**src/design/irq_entry_pkg.sv**
```systemverilog
/*
 * irq_entry_pkg: constants and carrier types for the interrupt entry sequencer.
 * Assumes one 25 MHz core clock; no register bus, all controls are ports.
 */
package irq_entry_pkg;
    localparam int unsigned NUM_SRC      = 8;     // peripheral request sources
    localparam int unsigned LVL_W        = 3;
    localparam int unsigned NUM_W        = 6;
    localparam int unsigned FLAG_W       = 16;
    localparam int unsigned PC_W         = 20;
    localparam int unsigned CNT_W        = 5;
    // flag word bit positions
    localparam int unsigned FLAG_TRACE_BIT  = 3;
    localparam int unsigned FLAG_IEN_BIT    = 6;
    localparam int unsigned FLAG_STACK_BIT  = 7;
    localparam logic [FLAG_W-1:0] FLAG_RESET = 16'h0000;
    localparam logic [PC_W-1:0]   PC_RESET   = 20'h00000;
    // threshold values for sources without a programmable level, plus the mask-all value
    localparam logic [2:0] THRESH_WDT    = 3'h7;
    localparam logic [2:0] THRESH_RESET  = 3'h0;
    localparam logic [2:0] THRESH_MASKALL = 3'h7;
    // software interrupt numbers that keep the stack select flag
    localparam logic [NUM_W-1:0] SWI_KEEP_LO = 6'h20;
    localparam logic [NUM_W-1:0] SWI_KEEP_HI = 6'h3F;
    // entry sequence lengths in cycles
    localparam logic [CNT_W-1:0] SEQ_BASE     = 5'h12;  // 18 cycles, both even
    localparam logic [CNT_W-1:0] SEQ_WIDE_BUS = 5'h14;  // 20 cycles, 8-bit bus
    localparam logic [CNT_W-1:0] SEQ_ADD_DBG  = 5'h02;
    localparam logic [CNT_W-1:0] SEQ_ADD_ONE  = 5'h01;
    localparam int unsigned MAX_INSN_CYCLES   = 30;     // long divide worst case
    // sequence step offsets within the count
    localparam logic [CNT_W-1:0] STEP_READ0  = 5'h00;
    localparam logic [CNT_W-1:0] STEP_HOLD   = 5'h01;
    localparam logic [CNT_W-1:0] STEP_CLEAR  = 5'h02;
    localparam logic [CNT_W-1:0] STEP_PUSHF  = 5'h03;
    localparam logic [CNT_W-1:0] STEP_PUSHPC = 5'h04;

    typedef enum logic [2:0] {
        SRC_MASKABLE,
        SRC_WDT,
        SRC_RESET,
        SRC_DBG_BREAK,
        SRC_ADDR_MATCH,
        SRC_SINGLE_STEP,
        SRC_SWI
    } src_kind_t;

    // special (non-maskable) entry request from the core
    typedef struct packed {
        logic             valid;
        src_kind_t        kind;
        logic [NUM_W-1:0] number;
    } special_req_t;

    // stack push presented to the memory side
    typedef struct packed {
        logic              valid;
        logic              is_pc;
        logic [PC_W-1:0]   data;
    } push_t;
endpackage : irq_entry_pkg

```
**src/design/irq_entry_seq.sv**
```systemverilog
/*
 * irq_entry_seq: masks maskable requests against the priority threshold and
 * runs the interrupt entry sequence with documented cycle counts.
 * Assumes request pulses come from logic on mclk and the pipeline reports
 * instruction boundaries and interruptible string instructions on mclk.
 */
//
// Contract
// - threshold n (0..6) enables levels above n; value 7 masks all maskable requests
// - ordinary instruction: priority judged at completion, sequence starts next cycle
// - string move/store and repeated multiply-accumulate are suspended for entry
// - first step reads address zero to fetch interrupt number and level
// - flag word before the sequence is copied to a hidden holding register
// - clear enable, trace, stack select; stack select kept for software 32-63
// - push held flag word first, then program counter
// - last step loads threshold with the accepted interrupt level
// - after the sequence, execution begins at the routine's first address
// - wait for instruction completion never exceeds thirty cycles
// - 16-bit bus: 18/19/20 cycles by vector and stack parity; 8-bit bus: 20
// - debugger break adds two cycles; address match or single-step adds one
// - watchdog sets threshold 7, reset sets 0, other unlevelled sources keep it
// - accept only with enable set, request bit set, level above threshold
// - level field 1..7 low to high, zero disables the source
// - request bit set by hardware, cleared on acceptance or by software
// - highest level wins; ties go to the lower source index
`timescale 1ns/1ps
module irq_entry_seq (
    input  wire logic                                        mclk,
    input  wire logic                                        rst_n,
    input  wire logic [irq_entry_pkg::NUM_SRC-1:0]           src_req,
    input  wire logic [irq_entry_pkg::NUM_SRC-1:0]           src_req_clr,
    input  wire logic [irq_entry_pkg::NUM_SRC*3-1:0]         src_level,
    input  wire irq_entry_pkg::special_req_t                 special_req,
    input  wire logic                                        insn_done,
    input  wire logic                                        insn_suspendable,
    input  wire logic                                        bus_8bit,
    input  wire logic                                        vector_odd,
    input  wire logic                                        stack_odd,
    input  wire logic [irq_entry_pkg::FLAG_W-1:0]            flag_wr_data,
    input  wire logic                                        flag_wr,
    input  wire logic [irq_entry_pkg::PC_W-1:0]              pc_in,
    input  wire logic [irq_entry_pkg::PC_W-1:0]              vector_target,
    output logic [irq_entry_pkg::NUM_SRC-1:0]                req_pending,
    output logic [irq_entry_pkg::FLAG_W-1:0]                 flag_word,
    output logic [2:0]                                       processor_priority_threshold,
    output logic                                             seq_busy,
    output logic                                             suspend_insn,
    output logic                                             read_zero,
    output logic [irq_entry_pkg::NUM_W-1:0]                  accepted_number,
    output logic [2:0]                                       accepted_level,
    output irq_entry_pkg::push_t                             push,
    output logic                                             fetch_start,
    output logic [irq_entry_pkg::PC_W-1:0]                   fetch_addr
);
    typedef enum logic [1:0] {ST_RUN, ST_SEQ} seq_state_t;

    seq_state_t                          state_q;
    logic [irq_entry_pkg::CNT_W-1:0]     cnt_q;
    logic [irq_entry_pkg::CNT_W-1:0]     len_q;
    logic [irq_entry_pkg::CNT_W-1:0]     len_d;
    logic [irq_entry_pkg::FLAG_W-1:0]    hold_q;
    irq_entry_pkg::src_kind_t            kind_q;
    logic [irq_entry_pkg::NUM_W-1:0]     num_q;
    logic [2:0]                          lvl_q;
    logic [irq_entry_pkg::NUM_SRC-1:0]   win_q;
    logic                                masked_hit;
    logic [2:0]                          best_lvl;
    logic [irq_entry_pkg::NUM_SRC-1:0]   best_oh;
    logic [irq_entry_pkg::NUM_W-1:0]     best_num;
    logic                                sample_pt;
    logic                                accept;

    // priority resolution: strict greater keeps the lowest index on a tie
    always_comb begin
        best_lvl = 3'h0;
        best_oh  = '0;
        best_num = '0;
        for (int i = 0; i < irq_entry_pkg::NUM_SRC; i++) begin
            // a zero field never beats best_lvl = 0, so it stays disabled
            if (req_pending[i] && (src_level[i*3 +: 3] > best_lvl)) begin
                best_lvl = src_level[i*3 +: 3];
                best_oh  = '0;
                best_oh[i] = 1'b1;
                best_num = irq_entry_pkg::NUM_W'(i);
            end
        end
    end

    // threshold 7 can never be exceeded by a 3-bit level, so all are masked
    assign masked_hit = flag_word[irq_entry_pkg::FLAG_IEN_BIT]
                        && (best_lvl > processor_priority_threshold);

    // sampling happens at an instruction boundary or inside a suspendable one
    assign sample_pt = insn_done || insn_suspendable;
    assign accept    = (state_q == ST_RUN) && sample_pt && (special_req.valid || masked_hit);
    assign suspend_insn = accept && insn_suspendable && !insn_done;

    // sequence length from bus width, parity and source kind
    always_comb begin
        if (bus_8bit) begin
            len_d = irq_entry_pkg::SEQ_WIDE_BUS;
        end else begin
            len_d = irq_entry_pkg::SEQ_BASE + {4'h0, vector_odd} + {4'h0, stack_odd};
        end
        if (special_req.valid && special_req.kind == irq_entry_pkg::SRC_DBG_BREAK) begin
            len_d = len_d + irq_entry_pkg::SEQ_ADD_DBG;
        end else if (special_req.valid && (special_req.kind == irq_entry_pkg::SRC_ADDR_MATCH
                     || special_req.kind == irq_entry_pkg::SRC_SINGLE_STEP)) begin
            len_d = len_d + irq_entry_pkg::SEQ_ADD_ONE;
        end
    end

    // request bits: a new request wins over a clear in the same cycle
    always_ff @(posedge mclk or negedge rst_n) begin
        if (!rst_n) begin
            req_pending <= '0;
        end else begin
            req_pending <= (req_pending & ~src_req_clr
                           & ~((state_q == ST_SEQ && cnt_q == irq_entry_pkg::STEP_READ0) ? win_q : '0))
                           | src_req;
        end
    end

    // state and step counter
    always_ff @(posedge mclk or negedge rst_n) begin
        if (!rst_n) begin
            state_q <= ST_RUN;
            cnt_q   <= '0;
            len_q   <= irq_entry_pkg::SEQ_BASE;
        end else begin
            case (state_q)
                ST_RUN: begin
                    if (accept) begin
                        state_q <= ST_SEQ; // entry begins next cycle
                        cnt_q   <= '0;
                        len_q   <= len_d;
                    end
                end
                ST_SEQ: begin
                    if (cnt_q == len_q - 5'h01) begin
                        state_q <= ST_RUN;
                    end
                    cnt_q <= cnt_q + 5'h01;
                end
                default: state_q <= ST_RUN;
            endcase
        end
    end

    // latch what was accepted; special requests outrank the maskable one
    always_ff @(posedge mclk or negedge rst_n) begin
        if (!rst_n) begin
            kind_q <= irq_entry_pkg::SRC_MASKABLE;
            num_q  <= '0;
            lvl_q  <= 3'h0;
            win_q  <= '0;
        end else if (accept) begin
            if (special_req.valid) begin
                kind_q <= special_req.kind;
                num_q  <= special_req.number;
                lvl_q  <= 3'h0;
                win_q  <= '0;
            end else begin
                kind_q <= irq_entry_pkg::SRC_MASKABLE;
                num_q  <= best_num;
                lvl_q  <= best_lvl;
                win_q  <= best_oh;
            end
        end
    end

    // step 0 read of address zero returns number and level
    assign read_zero = (state_q == ST_SEQ) && (cnt_q == irq_entry_pkg::STEP_READ0);
    always_ff @(posedge mclk or negedge rst_n) begin
        if (!rst_n) begin
            accepted_number <= '0;
            accepted_level  <= 3'h0;
        end else if (read_zero) begin
            accepted_number <= num_q;
            accepted_level  <= lvl_q;
        end
    end

    // hidden holding copy of the flag word, taken before anything is cleared
    always_ff @(posedge mclk or negedge rst_n) begin
        if (!rst_n) begin
            hold_q <= irq_entry_pkg::FLAG_RESET;
        end else if (state_q == ST_SEQ && cnt_q == irq_entry_pkg::STEP_HOLD) begin
            hold_q <= flag_word;
        end
    end

    // flag word and threshold; pipeline writes are ignored during the sequence
    always_ff @(posedge mclk or negedge rst_n) begin
        if (!rst_n) begin
            flag_word <= irq_entry_pkg::FLAG_RESET;
            processor_priority_threshold <= irq_entry_pkg::THRESH_RESET;
        end else if (state_q == ST_SEQ) begin
            if (cnt_q == irq_entry_pkg::STEP_CLEAR) begin
                flag_word[irq_entry_pkg::FLAG_IEN_BIT]   <= 1'b0;
                flag_word[irq_entry_pkg::FLAG_TRACE_BIT] <= 1'b0;
                if (!(kind_q == irq_entry_pkg::SRC_SWI && num_q >= irq_entry_pkg::SWI_KEEP_LO
                      && num_q <= irq_entry_pkg::SWI_KEEP_HI)) begin
                    flag_word[irq_entry_pkg::FLAG_STACK_BIT] <= 1'b0;
                end
            end
            if (cnt_q == len_q - 5'h01) begin
                case (kind_q)
                    irq_entry_pkg::SRC_MASKABLE: processor_priority_threshold <= lvl_q;
                    irq_entry_pkg::SRC_WDT:   processor_priority_threshold <= irq_entry_pkg::THRESH_WDT;
                    irq_entry_pkg::SRC_RESET: processor_priority_threshold <= irq_entry_pkg::THRESH_RESET;
                    default: processor_priority_threshold <= processor_priority_threshold;
                endcase
            end
        end else if (flag_wr) begin
            flag_word <= flag_wr_data;
            processor_priority_threshold <= flag_wr_data[14:12];
        end
    end

    // stack pushes: held flag word first, program counter next
    always_ff @(posedge mclk or negedge rst_n) begin
        if (!rst_n) begin
            push <= '0;
        end else begin
            push.valid <= (state_q == ST_SEQ) && (cnt_q == irq_entry_pkg::STEP_PUSHF
                          || cnt_q == irq_entry_pkg::STEP_PUSHPC);
            push.is_pc <= (cnt_q == irq_entry_pkg::STEP_PUSHPC);
            push.data  <= (cnt_q == irq_entry_pkg::STEP_PUSHPC) ? pc_in
                          : {4'h0, hold_q};
        end
    end

    // start fetching at the routine once the last step retires
    always_ff @(posedge mclk or negedge rst_n) begin
        if (!rst_n) begin
            fetch_start <= 1'b0;
            fetch_addr  <= irq_entry_pkg::PC_RESET;
        end else begin
            fetch_start <= (state_q == ST_SEQ) && (cnt_q == len_q - 5'h01);
            if ((state_q == ST_SEQ) && (cnt_q == len_q - 5'h01)) begin
                fetch_addr <= vector_target;
            end
        end
    end

    assign seq_busy = (state_q == ST_SEQ);
endmodule : irq_entry_seq

```
**config.mk**
```make
export PLATFORM = sky130hd
export DESIGN_NAME = irq_entry_seq
export DESIGN_NICKNAME = d
export VERILOG_FILES = /design/src/design/irq_entry_pkg.sv /design/src/design/irq_entry_seq.sv
export SDC_FILE = /design/constraint.sdc
export NUM_CORES = 1
export LEC_CHECK = 0
export CORE_ASPECT_RATIO = 0.9
export CORE_MARGIN = 5
export CORE_UTILIZATION = 64
export CTS_CLUSTER_SIZE = 30
export DETAILED_ROUTE_END_ITERATION = 8
export DONT_BUFFER_PORTS = 1
export PLACE_DENSITY = 0.78
export SLEW_MARGIN = 20
export SYNTH_ARGS = -nofsm -noshare
export SYNTH_HDL_FRONTEND = slang
export SYNTH_SLANG_ARGS = --single-unit
```
**constraint.sdc**
```tcl
create_clock -name mclk -period 18.2 [get_ports mclk]
set_input_delay 3.64 -clock mclk [delete_from_list [all_inputs] [get_ports mclk]]
set_output_delay 3.64 -clock mclk [all_outputs]
set_load 0.1 [all_outputs]
```
# ---- Word level (Yosys, flattened, before mapping)
# Index checks and enable logic that the tools add are counted.
dict set report word_totals {
  ff_bits 127
  input_bits 114
  out_inout_bits 82
  wordCells 145
}
dict set report op_classes {
  add_sub_neg 6
  n_lt_le_gt_ge 11
  eq_ne 17
  mux 47
  n_bitwise 6
  reduce_logical 38
}
# cell count
set op_table {}
lappend op_table {{2-to-1 mux 8 bit} 7}
lappend op_table {{2-to-1 mux 3 bit} 14}
lappend op_table {{2-to-1 mux 6 bit} 5}
lappend op_table {{> comparator 3 bit} 8}
lappend op_table {{logical AND 1 bit} 21}
lappend op_table {{2-to-1 mux 20 bit} 1}
lappend op_table {{2-to-1 mux 5 bit} 4}
lappend op_table {{AND 8 bit} 2}
lappend op_table {{NOT 8 bit} 2}
lappend op_table {{2-to-1 mux 2 bit} 7}
lappend op_table {{adder 5 x 1 -> 5 bit, second input constant} 2}
lappend op_table {{equality test 5 x 2 -> 1 bit, second input constant} 2}
lappend op_table {{one-hot mux 5 bit (2 select lines)} 1}
lappend op_table {{AND reduction 2 bit} 5}
lappend op_table {{equality test 3 bit, second input constant} 3}
lappend op_table {{one-hot mux 3 bit (3 select lines)} 1}
lappend op_table {{bitwise OR 8 bit} 1}
lappend op_table {{equality test 3 x 2 -> 1 bit, second input constant} 2}
lappend op_table {{greater-or-equal comparator 6 bit, second input constant} 1}
lappend op_table {{<= comparator 6 bit, second input constant} 1}
lappend op_table {{AND reduction 3 bit} 2}
lappend op_table {{adder 5 x 1 -> 5 bit} 1}
lappend op_table {{adder 5 x 1 -> 5 bit, first input constant} 1}
lappend op_table {{adder 5 x 2 -> 5 bit, second input constant} 1}
lappend op_table {{20 further kinds} 30}

# ---- Logic depth before layout (Yosys ltp)
dict set report depth {
  depth_word 30
  ltp_mapped 62
  mapped_depth_nobuf 61
}

# ---- Worst setup path after synthesis
# No wires, ideal clock.
dict set report synth_path {
  path_type {input to output}
  start {in src_level[2] (netlist bit)}
  end {out suspend_insn}
  arrival_ns 14.541
  t_required_ns 14.560
  path_slack_ns 0.019
  cell_stages 56
  n_path_buf 0
  cell_sequence {nand2_1 > ha_1 > nor2_1 > a31oi_2 > nand2_1 > o21ai_0 > ha_1 > nor2_1 > nor2_1 > a31o_1 > o22ai_1 > o221a_2 > nor2_1 > a21oi_1 > ha_1 > nor2_1 > and3_1 > a21boi_0 > [20 not listed] > o21ai_0 > nand2b_1 > nand3_1 > inv_1 > o41ai_1 > o21bai_2 > ha_1 > nand3_1 > nand2_1 > a21oi_1 > mux2_2 > inv_1 > ha_1 > nand3_1 > nand2_1 > a21oi_1 > o21ai_0 > nor3b_1}
}
dict set report synth_between {
  elab_chain_len 30
}
# item line
set synth_rtl {}
lappend synth_rtl {{start, declared} irq_entry_seq.sv:32} ;# input wire logic [irq_entry_pkg::NUM_SRC*3-1:0] src_level,
lappend synth_rtl {{> comparator 3 x 1 -> 1 bit} irq_entry_seq.sv:80} ;# if (req_pending[i] && (src_level[i*3 +: 3] > best_lvl)) begin
lappend synth_rtl {{logical AND 1 bit} irq_entry_seq.sv:80}
lappend synth_rtl {{2-to-1 mux 3 bit (*)} irq_entry_seq.sv:80}
lappend synth_rtl {{> comparator 3 bit} irq_entry_seq.sv:80}
lappend synth_rtl {{logical AND 1 bit} irq_entry_seq.sv:80}
lappend synth_rtl {{2-to-1 mux 3 bit (*)} irq_entry_seq.sv:80}
lappend synth_rtl {{> comparator 3 bit} irq_entry_seq.sv:80}
lappend synth_rtl {{logical AND 1 bit} irq_entry_seq.sv:80}
lappend synth_rtl {{[13 not listed]} --}
lappend synth_rtl {{> comparator 3 bit} irq_entry_seq.sv:80}
lappend synth_rtl {{logical AND 1 bit} irq_entry_seq.sv:80}
lappend synth_rtl {{2-to-1 mux 3 bit (*)} irq_entry_seq.sv:80}
lappend synth_rtl {{> comparator 3 bit (*)} irq_entry_seq.sv:91} ;# && (best_lvl > processor_priority_threshold);
lappend synth_rtl {{logical AND 1 bit (*)} irq_entry_seq.sv:91}
lappend synth_rtl {{logical OR 1 bit (*)} irq_entry_seq.sv:95} ;# assign accept = (state_q == ST_RUN) && sample_pt && (special_req.valid || masked_hit);
lappend synth_rtl {{logical AND 1 bit (*)} irq_entry_seq.sv:95}
lappend synth_rtl {{logical AND 1 bit (*) (2 in series)} irq_entry_seq.sv:96} ;# assign suspend_insn = accept && insn_suspendable && !insn_done;
lappend synth_rtl {{end, declared} irq_entry_seq.sv:47} ;# output logic suspend_insn,
# Every way passes the cells marked *; elsewhere a longest branch is shown, timed or not.

# ---- Worst setup path after layout
dict set report layout_path {
  start {in src_level[1] (netlist bit)}
  end {out suspend_insn}
}
# The elaborated chain is that of the path after synthesis.

==> impl_metrics.json <==
{
  "synth_ff_type": "dfrtp_1",
  "final_nets": 762,
  "grt_max_degree": 126,
  "critPathMaxFanout": 7,
  "gr-usage-all-layers_pct": 24.0,
  "endpoint_kind": "output port",
  "setup_viol": 0,
  "cp_data_required_time_ps": 14560,
  "relSlewSlack_pct": 25.8,
  "rr_worst_depth": 58,
  "slowest_delay_ps": 410,
  "port_buffers": 0,
  "synthTopCellsByArea": "dfrtp_1, nand2_1, mux2_2, ha_1, o21ai_0",
  "vias": 4535,
  "grt_pass1_vias": 4601,
  "syn_nets": 754,
  "ys_async_sr_fraction_pct": 100,
  "max_freq_ghz": 0.0575,
  "grt_pass1_wl_um": 22300,
  "synthAdderAreaFrac_pct": 4.83,
  "pin_count": 196,
  "synth_top_area_cell": "dfrtp_1",
  "synth_edf_count": 0,
  "drc_errors": 0,
  "synthesis.area_mm2": 0.00617,
  "cts_root_buf": "clkbuf_8",
  "place_congestion": 0.801,
  "routedWlPerCell_um": 18.3,
  "fin_ws_ps": 794,
  "numCtsBuffers": 17,
  "synth.distinct_cells": 63,
  "muxShareOfSynthArea_pct": 9.11,
  "met1_usage_pct": 31.1,
  "yosys_warnings": 0,
  "cp-start-kind": "input port",
  "maxCapViolCount": 0,
  "area.growth.synth_to_final_pct": 13.6,
  "rows": 34,
  "grt_use_met2_pct": 38.0,
  "antenna_found_initial": 0,
  "multi_input_area_mm2": 0.00288,
  "dp.final_hpwl_um": 10300,
  "timing_worst_slew_pin_value_ps": 1110,
  "finalCriticalPeriod_ps": 17410,
  "dieArea_mm2": 0.0117,
  "cts_sinks": 125,
  "grtUsageMet3_pct": 7.75,
  "wl_um": 14000,
  "dpl-instance-area_mm2": 0.00632,
  "first_pass_iters": 5,
  "tns_ps": 0,
  "synthCells": 617,
  "viasPerCell": 5.94,
  "netlist_top_cells_count": "nand2_1, dfrtp_1, mux2_2, inv_1, o21ai_0",
  "synth.avg_cell_area_um2": 10.0,
  "antenna_cells": 0,
  "synth_top_family_by_area": "simple AND/OR/NAND/NOR gates",
  "die_h_um": 103,
  "slew_viol_final": 0,
  "status": "finished, final reports clean",
  "cp_common_cell": "ha_1",
  "htreeDepth": 4,
  "drtIter0Drc": 325,
  "synth_seq_cells": 125,
  "yosys.area.top_type_share_pct": 50.3,
  "yosysMostFrequentCell": "nand2_1",
  "cp_slowest_cell": "maj3_1",
  "hold_viol": 0,
  "critical_path_class": "input port to output port",
  "cts_tree": "done",
  "synthXorXnorAreaFrac_pct": 0.994,
  "core_area_mm2": 0.00953,
  "n_fill_cell": 663,
  "min-delay-path-class": "flip-flop to flip-flop",
  "yosys.area_share.simple_pct": 15.8,
  "synth-compound-area-share_pct": 14.9,
  "grt.busiest_layer": "met2",
  "hold_depth": 2,
  "start_util_pct": 64.7,
  "seq_area_frac_synth_pct": 50.7,
  "layout-drive-gt1-share_pct": 20.2,
  "cts_buffer_depth": 2,
  "finalInstanceArea_mm2": 0.00701,
  "cp.arrival_ps": 13770,
  "antenna_left": 0,
  "finalCritPeriodShare_pct": 95.6,
  "dp_worst_setup_slack_ps": 390,
  "whs_ps": 480,
  "skew_ps": 9.48,
  "cts.clk_slew.worst_paths_ps": 60,
  "insertion_delay_ps": 500,
  "regArea_mm2": 0.00313,
  "gr-total-overflow": 0,
  "die_w_um": 113
}
timing repair:
item / 4_1_cts / 5_1_grt
resized for setup: 0 / 9
setup endpoints to repair: 0 / 1
hold buffers: 0 / 0
setup buffers: 0 / 4
cells by family after synthesis:
family | after synthesis
AND/OR/NAND/NOR | 228
flip-flops | 125
AO/OA/AOI/OAI | 123
buffers and inverters | 60
multiplexers | 50
adder cells (fa/ha/maj) | 24
XOR/XNOR | 7
metrics by stage:
step,instances,utilization (%)
after floorplan,617,-
after CTS,759,72.5
after detailed placement,727,66.3
after global placement,727,66.3
final,764,73.6
after global routing,764,73.6
worst max-delay path: cells and delay by family:
family	cells	cell delay (ps)
fa+ha+maj	9	2680
compound gates	19	3440
simple gates	25	3020
mux	1	380
buf+inv	4	600
state kept, by name, summed over array words and instances (netlist names):
signal                        flops
num_q                             6
state_q                           1
accepted_number                   6
lvl_q                             3
win_q                             8
flag_word                        16
accepted_level                    3
push                             22
hold_q                           16
cnt_q                             5
req_pending                       8
len_q                             4
fetch_addr                       20
fetch_start                       1
kind_q                            3
processor_priority_threshold      3
path summary, 6_finish.rpt:
check	to	slack [ps]	start
max	suspend_insn	790	src_level[1]
min	accepted_number[3]	480	num_q[3]
max reg2reg	win_q[1]	6210	req_pending[0]
min reg2reg	accepted_number[3]	480	num_q[3]
max in group asynchronous	len_q[1]	15140	rst_n
min in group asynchronous	hold_q[11]	2840	rst_n
per-layer routing:
layer,vias to the layer above,routed length [um]
met3,21,1270
met5,-,0
met4,0,259
met1,2183,5850
li1,2134,-
met2,197,6600
cell type report:
| type | count | share of cell area, % |
|---|---|---|
| Clock buffer | 17 | 5.91 |
| Clock inverter | 15 | 2.52 |
| Inverter | 40 | 2.14 |
| Multi-Input combinational cell | 432 | 41.0 |
| Sequential cell | 125 | 44.6 |
| Tap cell | 126 | 2.25 |
| Timing Repair Buffer | 9 | 1.50 |
layout by cell type (no fill, tap or decap), types with 5 or more instances in the layout:
cell type,n
mux2_2,49
nand2_1,149
and2_1,11
ha_1,22
dfrtp_1,124
inv_6,5
o31ai_2,5
a31o_2,9
clkbuf_16,17
o21ai_0,34
inv_1,39
nand3_1,11
nor2_1,28
a21oi_1,20
buf_4,7
Power is left out: the tool's default activity adds up to more than one toggle a clock period on the data nets, which glitch-free logic cannot reach.
